### src/include/meas_timing_map.svh
// timing counts and fixed codes shared by the two measurement-link ends
`ifndef MEAS_TIMING_MAP_SVH
`define MEAS_TIMING_MAP_SVH

`define CLK_HZ            125000000
`define TRIG_HIGH_MIN_US  10
`define TRIG_HIGH_CYC     ((`TRIG_HIGH_MIN_US * `CLK_HZ + 999999) / 1000000)
`define TRIG_MAX_HZ       3000
`define TRIG_MAX_HZ_STD   875
`define TRIG_SPACE_CYC    ((`CLK_HZ + `TRIG_MAX_HZ - 1) / `TRIG_MAX_HZ)
`define TRIG_SPACE_STD    ((`CLK_HZ + `TRIG_MAX_HZ_STD - 1) / `TRIG_MAX_HZ_STD)
`define GATE_LOW_NS       5000
`define GATE_LOW_CYC      ((`GATE_LOW_NS * 125 + 999) / 1000)
`define SAMPLE_MAX_HZ     3000
`define SAMPLE_MIN_HZ     50
`define PERIOD_MIN_CYC    (`CLK_HZ / `SAMPLE_MAX_HZ)
`define PERIOD_MAX_CYC    (`CLK_HZ / `SAMPLE_MIN_HZ)
`define DAC_W             12
`define DAC_RESET_CODE    12'h800
`define DAC_FULL_CODE     12'hfff

`endif

### src/include/meas_pkg.sv
// types used by the probe end of the measurement link
package meas_pkg;
   typedef enum logic {MODE_TIME, MODE_PULSE} mode_t;
   typedef enum logic [1:0] {DAC_IDLE, DAC_DIV, DAC_LOAD} dac_state_t;
endpackage : meas_pkg

### src/include/meas_link_if.sv
// pins between the probe end and the stage-controller end
`timescale 1ns/1ps
`default_nettype none
interface meas_link_if;
   logic        trig;
   logic        gate;
   logic        strobe;
   logic [11:0] dac_code;

   modport dev  (input trig, output gate, output strobe, output dac_code);
   modport host (output trig, input strobe);
endinterface : meas_link_if
`default_nettype wire

### src/rtl/meas_dev.sv
// probe end: trigger dilution, readout gate, start strobe window, z to dac code
`timescale 1ns/1ps
`default_nettype none
`include "meas_timing_map.svh"
module meas_dev #(
   parameter logic [21:0] PERIOD_MIN = 22'(`PERIOD_MIN_CYC),
   parameter logic [21:0] PERIOD_MAX = 22'(`PERIOD_MAX_CYC)
) (
   input  wire logic          CLK_SYS_IN,
   input  wire logic          RST_B_IN,
   meas_link_if.dev           LINK,
   input  wire meas_pkg::mode_t MODE_IN,
   input  wire logic [15:0]   DILUTION_IN,
   input  wire logic [21:0]   SAMPLE_PERIOD_IN,
   input  wire logic          WIN_START_IN,
   input  wire logic          WIN_STOP_IN,
   input  wire logic [15:0]   WIN_COUNT_IN,
   input  wire logic          Z_VALID_IN,
   input  wire logic [15:0]   Z_IN,
   input  wire logic [15:0]   Z_MIN_IN,
   input  wire logic [15:0]   Z_MAX_IN,
   output logic               WINDOW_OPEN_OUT,
   output logic               MEAS_EDGE_OUT,
   output logic               DAC_BUSY_OUT
);
   localparam logic [21:0] LOW_CYC = 22'(`GATE_LOW_CYC);

   logic        trig_d_r;
   logic        trig_rise;
   logic [15:0] dil_cnt_r;
   logic        keep_trig;
   logic        pend_r;
   logic        gate_r;
   logic [21:0] gcnt_r;
   logic [21:0] period;
   logic        low_done;
   logic        high_done;
   logic        gate_up;
   logic        win_r;
   logic [16:0] rise_cnt_r;
   logic [15:0] win_count_r;
   logic        strobe_r;
   logic        edge_r;

   // clamp the sampling period into the 50..3000 Hz span
   always_comb begin
      if (SAMPLE_PERIOD_IN < PERIOD_MIN) begin
         period = PERIOD_MIN;
      end else if (SAMPLE_PERIOD_IN > PERIOD_MAX) begin
         period = PERIOD_MAX;
      end else begin
         period = SAMPLE_PERIOD_IN;
      end
   end

   assign trig_rise = LINK.trig & ~trig_d_r;
   // n of zero is taken as one so the trigger is never starved
   assign keep_trig = trig_rise && (MODE_IN == meas_pkg::MODE_PULSE) &&
                      ((dil_cnt_r + 16'h0001) >= DILUTION_IN);

   always_ff @(posedge CLK_SYS_IN or negedge RST_B_IN) begin
      if (!RST_B_IN) begin
         trig_d_r <= 1'b0;
      end else begin
         trig_d_r <= LINK.trig;
      end
   end

   always_ff @(posedge CLK_SYS_IN or negedge RST_B_IN) begin
      if (!RST_B_IN) begin
         dil_cnt_r <= 16'h0000;
      end else if (WIN_START_IN) begin
         dil_cnt_r <= 16'h0000;
      end else if (keep_trig) begin
         dil_cnt_r <= 16'h0000;
      end else if (trig_rise && MODE_IN == meas_pkg::MODE_PULSE) begin
         dil_cnt_r <= dil_cnt_r + 16'h0001;
      end
   end

   // a kept edge during the discharge phase is held so it ends the next high phase
   assign low_done  = ~gate_r && (gcnt_r >= LOW_CYC - 22'h000001);
   assign high_done = gate_r && (pend_r || keep_trig ||
                      ((MODE_IN == meas_pkg::MODE_TIME) && (gcnt_r >= period - 22'h000001)) ||
                      (gcnt_r >= PERIOD_MAX - 22'h000001));
   assign gate_up   = low_done;

   always_ff @(posedge CLK_SYS_IN or negedge RST_B_IN) begin
      if (!RST_B_IN) begin
         pend_r <= 1'b0;
      end else if (keep_trig && !gate_r) begin
         pend_r <= 1'b1; // set wins over clear
      end else if (high_done) begin
         pend_r <= 1'b0;
      end
   end

   // gate free-runs from reset regardless of any window
   always_ff @(posedge CLK_SYS_IN or negedge RST_B_IN) begin
      if (!RST_B_IN) begin
         gate_r <= 1'b0;
         gcnt_r <= 22'h000000;
      end else if (low_done) begin
         gate_r <= 1'b1;
         gcnt_r <= 22'h000000;
      end else if (high_done) begin
         gate_r <= 1'b0;
         gcnt_r <= 22'h000000;
      end else begin
         gcnt_r <= gcnt_r + 22'h000001;
      end
   end

   // window closes one cycle after the rise that ends the last wanted measurement
   always_ff @(posedge CLK_SYS_IN or negedge RST_B_IN) begin
      if (!RST_B_IN) begin
         win_r       <= 1'b0;
         rise_cnt_r  <= 17'h00000;
         win_count_r <= 16'h0000;
      end else if (WIN_START_IN) begin
         win_r       <= 1'b1;
         rise_cnt_r  <= 17'h00000;
         win_count_r <= WIN_COUNT_IN;
      end else if (WIN_STOP_IN) begin
         win_r <= 1'b0;
      end else if (win_r && gate_up) begin
         rise_cnt_r <= rise_cnt_r + 17'h00001;
      end else if (win_r && edge_r && win_count_r != 16'h0000 && rise_cnt_r > {1'b0, win_count_r}) begin
         // held past the closing rise so a short trailing strobe shows
         win_r <= 1'b0;
      end
   end

   always_ff @(posedge CLK_SYS_IN or negedge RST_B_IN) begin
      if (!RST_B_IN) begin
         strobe_r <= 1'b0;
         edge_r   <= 1'b0;
      end else begin
         strobe_r <= gate_r & win_r;
         edge_r   <= gate_up;
      end
   end

   assign LINK.gate       = gate_r;
   assign LINK.strobe     = strobe_r;
   assign WINDOW_OPEN_OUT = win_r;
   assign MEAS_EDGE_OUT   = edge_r;

   // z to dac code: (z - min) * 4095 / (max - min), 12-step restoring divide
   meas_pkg::dac_state_t dst_r;
   logic [27:0] rem_r;
   logic [15:0] den_r;
   logic [11:0] quo_r;
   logic [3:0]  bit_r;
   logic [11:0] code_r;
   logic [27:0] den_sh;

   assign den_sh = {12'h000, den_r} << bit_r;

   always_ff @(posedge CLK_SYS_IN or negedge RST_B_IN) begin
      if (!RST_B_IN) begin
         dst_r  <= meas_pkg::DAC_IDLE;
         rem_r  <= 28'h0000000;
         den_r  <= 16'h0000;
         quo_r  <= 12'h000;
         bit_r  <= 4'h0;
         code_r <= `DAC_RESET_CODE;
      end else begin
         case (dst_r)
            meas_pkg::DAC_IDLE: begin
               // new samples are dropped while a division runs
               if (Z_VALID_IN) begin
                  if (Z_IN <= Z_MIN_IN || Z_MAX_IN <= Z_MIN_IN) begin
                     code_r <= 12'h000;
                  end else if (Z_IN >= Z_MAX_IN) begin
                     code_r <= `DAC_FULL_CODE;
                  end else begin
                     rem_r <= 28'((Z_IN - Z_MIN_IN) * 28'(`DAC_FULL_CODE));
                     den_r <= Z_MAX_IN - Z_MIN_IN;
                     quo_r <= 12'h000;
                     bit_r <= 4'hb;
                     dst_r <= meas_pkg::DAC_DIV;
                  end
               end
            end
            meas_pkg::DAC_DIV: begin
               if (rem_r >= den_sh) begin
                  rem_r        <= rem_r - den_sh;
                  quo_r[bit_r] <= 1'b1;
               end
               if (bit_r == 4'h0) begin
                  dst_r <= meas_pkg::DAC_LOAD;
               end else begin
                  bit_r <= bit_r - 4'h1;
               end
            end
            meas_pkg::DAC_LOAD: begin
               code_r <= quo_r;
               dst_r  <= meas_pkg::DAC_IDLE;
            end
            default: begin
               dst_r <= meas_pkg::DAC_IDLE;
            end
         endcase
      end
   end

   logic busy_r;
   always_ff @(posedge CLK_SYS_IN or negedge RST_B_IN) begin
      if (!RST_B_IN) begin
         busy_r <= 1'b0;
      end else begin
         busy_r <= (dst_r != meas_pkg::DAC_IDLE) ||
                   (Z_VALID_IN && Z_IN > Z_MIN_IN && Z_IN < Z_MAX_IN);
      end
   end

   assign LINK.dac_code = code_r;
   assign DAC_BUSY_OUT  = busy_r;
endmodule : meas_dev
`default_nettype wire

### src/flat_wrapper.sv
// flat-port wrapper written by rule: the top's interface ports become plain ports
module meas_dev_flat 
#(
   parameter logic [21:0] PERIOD_MIN = 22'(`PERIOD_MIN_CYC),
   parameter logic [21:0] PERIOD_MAX = 22'(`PERIOD_MAX_CYC)
)
  (CLK_SYS_IN, RST_B_IN, MODE_IN, DILUTION_IN, SAMPLE_PERIOD_IN, WIN_START_IN, WIN_STOP_IN, WIN_COUNT_IN, Z_VALID_IN, Z_IN, Z_MIN_IN, Z_MAX_IN, WINDOW_OPEN_OUT, MEAS_EDGE_OUT, DAC_BUSY_OUT, LINK_trig, LINK_gate, LINK_strobe, LINK_dac_code);
  meas_link_if LINK_i ();
  input  wire logic CLK_SYS_IN;
  input  wire logic RST_B_IN;
  input  wire meas_pkg::mode_t MODE_IN;
  input  wire logic [15:0] DILUTION_IN;
  input  wire logic [21:0] SAMPLE_PERIOD_IN;
  input  wire logic WIN_START_IN;
  input  wire logic WIN_STOP_IN;
  input  wire logic [15:0] WIN_COUNT_IN;
  input  wire logic Z_VALID_IN;
  input  wire logic [15:0] Z_IN;
  input  wire logic [15:0] Z_MIN_IN;
  input  wire logic [15:0] Z_MAX_IN;
  output logic WINDOW_OPEN_OUT;
  output logic MEAS_EDGE_OUT;
  output logic DAC_BUSY_OUT;
  input wire logic [$bits(LINK_i.trig)-1:0] LINK_trig;
  output wire logic [$bits(LINK_i.gate)-1:0] LINK_gate;
  output wire logic [$bits(LINK_i.strobe)-1:0] LINK_strobe;
  output wire logic [$bits(LINK_i.dac_code)-1:0] LINK_dac_code;
  assign LINK_i.trig = LINK_trig;
  assign LINK_gate = LINK_i.gate;
  assign LINK_strobe = LINK_i.strobe;
  assign LINK_dac_code = LINK_i.dac_code;
  meas_dev #(.PERIOD_MIN(PERIOD_MIN), .PERIOD_MAX(PERIOD_MAX)) u_core (.CLK_SYS_IN(CLK_SYS_IN), .RST_B_IN(RST_B_IN), .LINK(LINK_i), .MODE_IN(MODE_IN), .DILUTION_IN(DILUTION_IN), .SAMPLE_PERIOD_IN(SAMPLE_PERIOD_IN), .WIN_START_IN(WIN_START_IN), .WIN_STOP_IN(WIN_STOP_IN), .WIN_COUNT_IN(WIN_COUNT_IN), .Z_VALID_IN(Z_VALID_IN), .Z_IN(Z_IN), .Z_MIN_IN(Z_MIN_IN), .Z_MAX_IN(Z_MAX_IN), .WINDOW_OPEN_OUT(WINDOW_OPEN_OUT), .MEAS_EDGE_OUT(MEAS_EDGE_OUT), .DAC_BUSY_OUT(DAC_BUSY_OUT));
endmodule
### config.mk
export PLATFORM = sky130hd
export DESIGN_NAME = meas_dev_flat
export DESIGN_NICKNAME = d
export VERILOG_FILES = /design/src/include/meas_pkg.sv /design/src/include/meas_link_if.sv /design/src/rtl/meas_dev.sv /design/src/flat_wrapper.sv
export VERILOG_INCLUDE_DIRS = /design/src /design/src/include
export SDC_FILE = /design/constraint.sdc
export NUM_CORES = 1
export LEC_CHECK = 0
export BUFFER_PORTS_ARGS = -buffer_cell sky130_fd_sc_hd__buf_4
export CAP_MARGIN = 5
export CORE_MARGIN = 2
export CORE_UTILIZATION = 45
export DETAILED_ROUTE_END_ITERATION = 10
export PLACE_DENSITY = 0.69
export SYNTH_ARGS = -nofsm -noshare
export SYNTH_HDL_FRONTEND = slang
export SYNTH_SLANG_ARGS = --single-unit
### constraint.sdc
create_clock -name CLK_SYS_IN -period 5.3 [get_ports CLK_SYS_IN]
set_input_delay 0.795 -clock CLK_SYS_IN [delete_from_list [all_inputs] [get_ports CLK_SYS_IN]]
set_output_delay 0.795 -clock CLK_SYS_IN [all_outputs]
set_load 0.02 [all_outputs]
==> Word-level counts from Yosys, hierarchy flattened <==
Index checks and enable logic that the tools add are counted.
{ "totals": {"reg_bits": 152, "latch_bits": 0, "ram_bits": 0, "mem_bits_ro": 0, "inputBits": 109, "out_inout_bits": 17, "word_cells": 141, "memories": 0} }
{ "classes": {"add_sub_neg": 8, "mul": 1, "div": 0, "magnitude_cmp": 15, "eq_ne": 11, "n_shift": 1, "n_mux": 43, "n_bitwise": 8, "n_reduce_logical": 37} }
{ "op_table": {"columns": ["op", "count"], "rows": [
  ["$mux 28", 4],
  ["$mux 22", 4],
  ["$mux 12", 7],
  ["$pmux 28 s2", 1],
  ["$mux 17", 3],
  ["$mux 16", 3],
  ["$pmux 12 s2", 2],
  ["$ge 16x16->1", 2],
  ["$le 16x16->1", 2],
  ["$ge 28x28->1", 1],
  ["$mul 28x12->28 const B", 1],
  ["$shl 16x4->28", 1],
  ["$sub 28x28->28", 1],
  ["$add 22x1->22 const B", 1],
  ["$ge 22x10->1 const B", 1],
  ["$ge 22x22->1", 1],
  ["$ge 22x22->1 const B", 1],
  ["$gt 22x22->1 const B", 1],
  ["$lt 22x16->1 const B", 1],
  ["$sub 22x1->22 const B", 1],
  ["$add 17x1->17 const B", 1],
  ["$gt 17x16->1", 1],
  ["$sub 16x16->17", 1],
  ["$add 16x1->16 const B", 1],
  ["33 further kinds", 81]
]} }

==> Logic depth before layout (Yosys ltp) <==
Gate-level depths: netlist of the first run.
{ "logic_depth": {"word_depth": 11, "ltp_mapped": 32, "mapped_depth_nobuf": 32} }

==> Worst setup path before layout of the first run <==
OpenSTA, ideal clock, no wires.
{ "synth_timing": {"path_kind": "input port to flip-flop", "start": "input Z_IN[0]", "end": "register u_core.rem_r[24]", "arrival_time_ns": 7.517, "path_slack_ns": -2.335, "path_stages": 32, "path_buffers": 0, "path_cell_list": "inv_1 ha_1 inv_1 fa_1 a21o_1 a22oi_1 a21oi_1 a21o_1 a21oi_1 xnor2_1 inv_1 fa_1 inv_1 fa_1 inv_1 fa_1 inv_1 fa_1 inv_1 fa_1 inv_1 ha_1 nand3_1 o211ai_1 a21oi_1 o21ai_0 a31oi_1 o21ai_1 a21o_1 a2111oi_0 a2111oi_0 a21o_1"} }
{ "synth_between": {"elab_chain_len": 6, "elab_cells_between_ends": 12} }
{ "synth_rtl": {"columns": ["item", "line", "source"], "rows": [
  ["from (decl)", "flat_wrapper.sv:18", "input wire logic [15:0] Z_IN;"],
  ["$sub 16x16->17", "meas_dev.sv:178", "rem_r <= 28'((Z_IN - Z_MIN_IN) * 28'(`DAC_FULL_CODE));"],
  ["$mul 28x12->28", "meas_dev.sv:178", null],
  ["$mux 28", "meas_dev.sv:175", "end else if (Z_IN >= Z_MAX_IN) begin"],
  ["$mux 28", "meas_dev.sv:173", "if (Z_IN <= Z_MIN_IN || Z_MAX_IN <= Z_MIN_IN) begin"],
  ["$mux 28", "meas_dev.sv:172", "if (Z_VALID_IN) begin"],
  ["$pmux 28 s2", "meas_dev.sv:169", "case (dst_r)"],
  ["to (signal assigned)", "meas_dev.sv:178", null],
  ["to (signal assigned)", "meas_dev.sv:188", "rem_r <= rem_r - den_sh;"],
  ["to (decl)", "meas_dev.sv:151", "logic [27:0] rem_r;"]
]} }
Parallel ways exist; a longest one is shown, timed or not. The select of a mux whose other input is x is not followed.
A chain may end at the register's enable or synchronous reset.

==> Worst setup path in the final report of the first run <==
{ "layout_timing": {"start": "input Z_MIN_IN[4]", "end": "register u_core.rem_r[24]"} }
{ "layout_between": {"elab_chain_len": 6, "elab_cells_between_ends": 11} }
{ "layout_rtl": {"columns": ["item", "line", "source"], "rows": [
  ["from (decl)", "flat_wrapper.sv:19", "input wire logic [15:0] Z_MIN_IN;"],
  ["$sub 16x16->17", "meas_dev.sv:178", null],
  ["$mul 28x12->28", "meas_dev.sv:178", null],
  ["$mux 28", "meas_dev.sv:175", null],
  ["$mux 28", "meas_dev.sv:173", null],
  ["$mux 28", "meas_dev.sv:172", null],
  ["$pmux 28 s2", "meas_dev.sv:169", null]
]} }
Parallel ways exist; a longest one is shown, timed or not. The select of a mux whose other input is x is not followed.

==> impl_metrics.prom, run 1 <==
# TYPE chip_impl_metric gauge
chip_impl_metric{name="grtUsageTotal",unit="%"} 24.37
chip_impl_metric{name="synth_async_sr_flop_share",unit="%"} 100.0
chip_impl_info{name="failing_checks",value="setup timing"} 1
chip_impl_metric{name="ys_warn_count",unit=""} 0
chip_impl_info{name="post-synth-top-area-cell",value="dfrtp_1"} 1
chip_impl_metric{name="finalHoldViolCount",unit=""} 0
chip_impl_metric{name="finalMaxSlewViolations",unit=""} 0
chip_impl_metric{name="remaining_drc_errors",unit=""} 0
chip_impl_metric{name="fin_nets",unit=""} 2733
chip_impl_metric{name="gr-total-overflow",unit=""} 0
chip_impl_metric{name="fmaxAchievable",unit="MHz"} 144.3
chip_impl_info{name="clk_root_buffer_cell",value="clkbuf_16"} 1
chip_impl_info{name="post_synth_main_area_contributors",value="dfrtp_1 22%, fa_1 14%, ha_1 13%"} 1
chip_impl_info{name="worstSetupPathType",value="in -> reg"} 1
chip_impl_metric{name="core_region_area",unit="um^2"} 36790
chip_impl_metric{name="via_count",unit=""} 15466
chip_impl_metric{name="synthesis.instances",unit=""} 1954
chip_impl_info{name="synth_flop_cell",value="dfrtp_1"} 1
chip_impl_info{name="startpoint",value="Z_MIN_IN[4]"} 1
chip_impl_metric{name="met3RoutedLength",unit="um"} 1642
chip_impl_metric{name="yosysSeqAreaShare",unit="%"} 22.52
chip_impl_metric{name="post_synthesis_sequential_element_count",unit=""} 152
chip_impl_metric{name="cts.hold.buffers_added",unit=""} 0
chip_impl_metric{name="areaGrowthSynthToFinish",unit="%"} 29.74
chip_impl_metric{name="drive_gt1_share",unit="%"} 27.01
chip_impl_metric{name="row_count",unit=""} 70
chip_impl_metric{name="synth-edff-count",unit=""} 0
chip_impl_metric{name="cts-buffers-inserted",unit=""} 17
chip_impl_info{name="endpoint_kind",value="register"} 1
chip_impl_metric{name="portBuffers",unit=""} 125
chip_impl_metric{name="clk_latency",unit="ps"} 440
chip_impl_info{name="run_status",value="complete, but fails checks"} 1
chip_impl_metric{name="setup_slack",unit="ps"} -1630
chip_impl_metric{name="vias_in_the_first_global_route",unit=""} 15779
chip_impl_info{name="tritoncts",value="yes"} 1
chip_impl_metric{name="route.antenna.remaining_nets",unit=""} 0
chip_impl_metric{name="worst_clock_skew",unit="ps"} 19.88
chip_impl_metric{name="synth_area",unit="um^2"} 16900
chip_impl_metric{name="gpl.final_weighted_congestion",unit=""} 0.9705
chip_impl_metric{name="grt_antenna_before_repair",unit=""} 0
chip_impl_metric{name="io_pins",unit=""} 126
chip_impl_metric{name="grt_pass1_wl",unit="um"} 77110
chip_impl_metric{name="period_minus_slack",unit="ps"} 6930
chip_impl_info{name="hold_path_class",value="in -> async"} 1
chip_impl_metric{name="relSlewSlack",unit="%"} 22.71
chip_impl_metric{name="critPathArrivalTime",unit="ps"} 7260
chip_impl_metric{name="data_required_time_of_the_worst_path",unit="ps"} 5630
chip_impl_metric{name="finalSetupViolations",unit=""} 39
chip_impl_metric{name="postSynthNetCount",unit=""} 2356
chip_impl_metric{name="timing.max_cap.violations",unit=""} 0
chip_impl_metric{name="path_clk_slew",unit="ps"} 80
chip_impl_metric{name="route.detailed.vias_per_inst",unit=""} 5.500
chip_impl_metric{name="critical_path.max_fanout",unit=""} 4
chip_impl_info{name="regToRegStartpoint",value="u_core.bit_r[0]"} 1
chip_impl_info{name="critical_path.startpoint_type",value="primary input"} 1
chip_impl_metric{name="initial_drt_markers",unit=""} 914
chip_impl_metric{name="dr.pass1.iters",unit=""} 6
chip_impl_info{name="top_layer",value="met4"} 1
chip_impl_metric{name="finalHoldWorstSlack",unit="ps"} 347.0
chip_impl_metric{name="syn_avg_cell_area",unit="um^2"} 8.648
chip_impl_metric{name="synth_top_area_share",unit="%"} 22.36
chip_impl_metric{name="post-place-ws",unit="ps"} -2176
chip_impl_metric{name="grt_max_degree",unit=""} 72
chip_impl_metric{name="worst_case_register_to_register_setup_slack",unit="ps"} 430
chip_impl_metric{name="die_area",unit="um^2"} 39120
chip_impl_metric{name="route.detailed.wl_per_inst",unit="um"} 16.64
chip_impl_metric{name="route.final.wire_length",unit="um"} 46790
chip_impl_metric{name="wl_met2",unit="um"} 23380
chip_impl_metric{name="post_synth_num_cell_types",unit=""} 78
chip_impl_metric{name="initial_core_util",unit="%"} 45.94
chip_impl_metric{name="fin_area",unit="um^2"} 21920
chip_impl_metric{name="worst_pin_slew",unit="ps"} 1155
chip_impl_info{name="grt_setup_unrepaired",value="yes"} 1
chip_impl_metric{name="cts-root-to-sink-buffers",unit=""} 2
chip_impl_metric{name="diodes",unit=""} 0
chip_impl_metric{name="detail_route.wirelength.met1",unit="um"} 20140
chip_impl_metric{name="min_period_over_period",unit="%"} 130.8
chip_impl_metric{name="dp_hpwl",unit="um"} 37710
chip_impl_metric{name="cts_htree_levels",unit=""} 4
chip_impl_metric{name="clock_sink_count",unit=""} 152
chip_impl_info{name="synth.most_common_cell",value="inv_1"} 1
chip_impl_info{name="netlist_top_cells_count",value="258 x inv_1, 177 x ha_1, 158 x nand2_1"} 1
chip_impl_metric{name="placed_area",unit="um^2"} 20630
chip_impl_metric{name="die_w",unit="um"} 197.8
chip_impl_metric{name="die_y",unit="um"} 197.8
-- flip-flops by register name, indices dropped and copies added, names as in the netlist, 2 cells and up --
signal / flops
u_core.dst_r: 2
u_core.rem_r: 28
u_core.den_r: 16
u_core.bit_r: 4
u_core.gcnt_r: 22
u_core.dil_cnt_r: 16
u_core.rise_cnt_r: 17
u_core.quo_r: 12
u_core.win_count_r: 16
u_core.LINK.dac_code: 12
-- final timing paths --
path / end / cells past startpoint
max reg2reg: u_core.rem_r[0] / 15
min in group CLK_SYS_IN: u_core.trig_d_r / 1
min reg2reg: u_core.LINK.strobe / 1
min: u_core.gcnt_r[20] / 1
max in group asynchronous: u_core.den_r[3] / 2
max: u_core.rem_r[24] / 28
-- metrics by stage --
stage / cells / setup TNS (ps) / utilization [%]
6_report: 2812 / -23700 / 59.60
5_1_grt: 2812 / -35760 / 59.60
4_1_cts: 2796 / -22780 / 58.47
3_5_place_dp: 2752 / -46540 / 56.10
3_3_place_gp: 2752 / -43940 / 56.10
2_1_floorplan: 1954 / -23590 / -
-- repair_timing --
action                                  CTS  global route
setup buffers                            13            14
gates cloned                              0             3
endpoints found under the setup margin   43            47
pin swaps                                48            44
resized for setup                        47            60
-- cell type report --
class,count,area (um^2)
clock buffers,17,425.4
flip-flops and latches,152,3805
multi-input cells,1481,12670
fillers,3189,14860
well taps,468,585.6
clock inverters,15,183.9
inverters,259,993.5
repair buffers,420,3262
-- routing by layer --
metal  track usage [%]  up-vias
met1             30.36     7516
met5                 0        -
met2             43.82      371
li1                  -     7494
met3             2.521       85
met4             8.577        0
-- worst max-delay path, cell delays in order --
cell       delay, ps
buf_6             90
inv_4             50
ha_4             190
a21o_1           210
or3_1            340
o221a_4          240
o21a_4           210
o21ai_2          100
nand2b_1         100
xor2_2           240
fa_2             480
fa_1             540
fa_1             510
fa_1             500
inv_2             40
fa_1             550
inv_2             50
ha_4             240
a21oi_4          130
o211ai_1         120
a21oi_2          280
o21ai_4          120
a31oi_4          180
o21ai_2           80
a21o_1           220
a2111oi_4        370
a2111oi_2         90
a21o_1           180
-- kinds of logic after synthesis --
family	after synthesis	synth area share, %
adder cells (fa/ha/maj)	293	26.85
XOR/XNOR	134	6.945
flip-flops	152	22.52
AND/OR/NAND/NOR	548	15.64
buffers and inverters	321	7.189
AO/OA/AOI/OAI	466	17.90
multiplexers	40	2.962
-- cells in the final DEF (no fill, tap or decap), types with 23 or more instances in the layout --
cell	synthesis	final
a21o_1	48	48
a21oi_1	113	95
a31oi_1	26	25
buf_4	0	404
dfrtp_1	151	151
fa_1	116	108
ha_1	177	158
inv_1	258	237
mux2i_1	23	23
nand2_1	158	156
nand3_1	48	46
nand4_1	29	29
nor2_1	146	125
nor3_1	36	36
o21a_1	24	23
o21ai_0	128	104
xnor2_1	70	63
xor2_1	64	61
Power of run 1 is left out: the tool's default activity adds up to more than one toggle a clock period on the data nets, which glitch-free logic cannot reach.
==> run 2: changes to the inputs <==
==> constraint.sdc (replaced) <==
create_clock -name CLK_SYS_IN -period 5.3 [get_ports CLK_SYS_IN]
set_input_delay 0.265 -clock CLK_SYS_IN [delete_from_list [all_inputs] [get_ports CLK_SYS_IN]]
set_output_delay 0.265 -clock CLK_SYS_IN [all_outputs]
set_load 0.02 [all_outputs]
==> impl_metrics.prom, run 2 (synthesis gave the netlist of run 1 again) <==
# TYPE chip_impl_metric gauge
chip_impl_metric{name="gr-total-overflow",unit=""} 0
chip_impl_metric{name="route.detailed.wl_per_inst",unit="um"} 17.05
chip_impl_metric{name="fin_nets",unit=""} 2708
chip_impl_metric{name="fmaxAchievable",unit="MHz"} 155.7
chip_impl_info{name="cpMostUsedCell",value="fa_1"} 1
chip_impl_metric{name="dp_hpwl",unit="um"} 37900
chip_impl_metric{name="critical_path.max_fanout",unit=""} 4
chip_impl_metric{name="die_w",unit="um"} 197.8
chip_impl_metric{name="initial_drt_markers",unit=""} 958
chip_impl_info{name="worstSetupPathType",value="in -> reg"} 1
chip_impl_metric{name="cts-root-to-sink-buffers",unit=""} 2
chip_impl_metric{name="setup_slack",unit="ps"} -1124
chip_impl_metric{name="die_y",unit="um"} 197.8
chip_impl_metric{name="route.final.wire_length",unit="um"} 47520
chip_impl_info{name="run_status",value="complete, but fails checks"} 1
chip_impl_info{name="critical_path.startpoint_type",value="primary input"} 1
chip_impl_info{name="timing.critical_path.max_delay_family",value="adder cells"} 1
chip_impl_info{name="endpoint_kind",value="register"} 1
chip_impl_info{name="most-common-layout-cells",value="369 x buf_4, 224 x inv_1, 157 x nand2_1, 157 x ha_1, 150 x dfrtp_1"} 1
chip_impl_metric{name="io_pins",unit=""} 126
chip_impl_metric{name="worst_clock_skew",unit="ps"} 20.01
chip_impl_metric{name="worst_pin_slew",unit="ps"} 1094
chip_impl_metric{name="finalHoldViolCount",unit=""} 29
chip_impl_info{name="grt_setup_unrepaired",value="yes"} 1
chip_impl_metric{name="min_period_over_period",unit="%"} 121.2
chip_impl_info{name="tritoncts",value="yes"} 1
chip_impl_metric{name="route.detailed.vias_per_inst",unit=""} 5.496
chip_impl_metric{name="finalSetupViolations",unit=""} 18
chip_impl_metric{name="crit_path_max_incr_delay",unit="ps"} 560
chip_impl_metric{name="via_count",unit=""} 15317
chip_impl_metric{name="row_count",unit=""} 70
chip_impl_metric{name="drive_gt1_share",unit="%"} 26.69
chip_impl_metric{name="finalMaxSlewViolations",unit=""} 0
chip_impl_metric{name="place_inst",unit=""} 2725
chip_impl_info{name="largestRegisters",value="u_core.rem_r (28), u_core.gcnt_r (22), u_core.rise_cnt_r (17)"} 1
chip_impl_metric{name="gpl.final_weighted_congestion",unit=""} 1.014
chip_impl_metric{name="remaining_drc_errors",unit=""} 0
chip_impl_metric{name="timing.max_cap.violations",unit=""} 0
chip_impl_metric{name="clk_latency",unit="ps"} 440
chip_impl_metric{name="cts_htree_levels",unit=""} 4
chip_impl_info{name="clk_root_buffer_cell",value="clkbuf_16"} 1
chip_impl_metric{name="critPathArrivalTime",unit="ps"} 6730
chip_impl_metric{name="dr.pass1.iters",unit=""} 5
chip_impl_info{name="final_common_cell",value="buf_4"} 1
chip_impl_metric{name="clock_sink_count",unit=""} 152
chip_impl_metric{name="portBuffers",unit=""} 125
chip_impl_metric{name="grt_pass1_wl",unit="um"} 76320
chip_impl_metric{name="period_minus_slack",unit="ps"} 6424
chip_impl_metric{name="areaGrowthSynthToFinish",unit="%"} 29.16
chip_impl_metric{name="route.antenna.remaining_nets",unit=""} 0
chip_impl_metric{name="die_area",unit="um^2"} 39120
chip_impl_metric{name="grtUsageTotal",unit="%"} 24.31
chip_impl_metric{name="vias_in_the_first_global_route",unit=""} 15533
chip_impl_info{name="cp_slowest_cell",value="fa_1"} 1
chip_impl_metric{name="relSlewSlack",unit="%"} 26.78
chip_impl_metric{name="grt_antenna_before_repair",unit=""} 0
chip_impl_info{name="largest_register",value="u_core.rem_r"} 1
chip_impl_metric{name="data_required_time_of_the_worst_path",unit="ps"} 5610
chip_impl_metric{name="path_clk_slew",unit="ps"} 70
chip_impl_metric{name="diodes",unit=""} 0
chip_impl_metric{name="cts-buffers-inserted",unit=""} 17
chip_impl_metric{name="finalHoldWorstSlack",unit="ps"} -59.27
chip_impl_metric{name="grt_max_degree",unit=""} 106
chip_impl_metric{name="critical_path_buf_inv_count",unit=""} 8
chip_impl_metric{name="largest_register_ff_count",unit=""} 28
chip_impl_metric{name="core_region_area",unit="um^2"} 36790
chip_impl_info{name="failing_checks",value="hold timing, setup timing"} 1
chip_impl_metric{name="initial_core_util",unit="%"} 45.94
chip_impl_metric{name="final_cells",unit=""} 2787
chip_impl_info{name="hold_path_class",value="in -> async"} 1
## run 2: what timing repair did
action                                  in CTS  in global routing
resized for setup                           59                 95
hold buffers                                 1                  0
endpoints found under the setup margin      19                 44
hold endpoints to repair                     1                  0
setup buffers                               15                 21
pin swaps                                   63                108
## run 2: area by class of cell
class                      instances  area [um^2]
sequential                       152         3806
clock buffer                      20        456.7
multi-input combinational       1481        12750
fill                            3151        14960
timing repair buffer             395         3083
inverter                         259        996.0
tap                              468        585.6
clock inverter                    12        153.9
## run 2: through the flow
step | hold WS, ps | utilization (%) | setup slack, ps | cell area [um^2] | setup TNS (ps)
after floorplan | -30.59 | - | -1164 | 17270 | -11690
after global placement | 386.2 | 55.38 | -1486 | 20370 | -25710
after detailed placement | 388.5 | 55.38 | -1634 | 20370 | -29500
after CTS | 2.307 | 57.94 | -1096 | 21310 | -13080
after global routing | 30.23 | 59.34 | -1360 | 21830 | -18410
final | -59.27 | 59.34 | -1124 | 21830 | -13640
## run 2: worst paths after layout
kind | slack, ps | start | endpoint | depth (start not counted)
max | -1120 | Z_IN[0] | u_core.rem_r[24] | 30
min | -60 | RST_B_IN | u_core.gcnt_r[21] | 1
max reg2reg | 500 | u_core.bit_r[0] | u_core.quo_r[3] | 17
min reg2reg | 500 | u_core.rem_r[15] | u_core.rem_r[15] | 2
max in group asynchronous | 4070 | RST_B_IN | u_core.bit_r[1] | 2
min in group CLK_SYS_IN | 40 | WIN_COUNT_IN[9] | u_core.win_count_r[9] | 3
## run 2: routing by layer
layer | track usage [%] | share of wire [%]
met5 | 0 | 0
met4 | 6.962 | 2.8
met3 | 2.793 | 3.8
met2 | 44.41 | 51
met1 | 30.17 | 43
## run 2: worst register-to-register path: cells and delay by family (launching register included)
family | cells | cell delay (ps)
AO/OA/AOI/OAI | 9 | 2300
multiplexers | 2 | 810
flip-flops | 1 | 560
buffers and inverters | 2 | 420
adder cells (fa/ha/maj) | 1 | 330
AND/OR/NAND/NOR | 3 | 230
Power of run 2 is left out for the same reason.
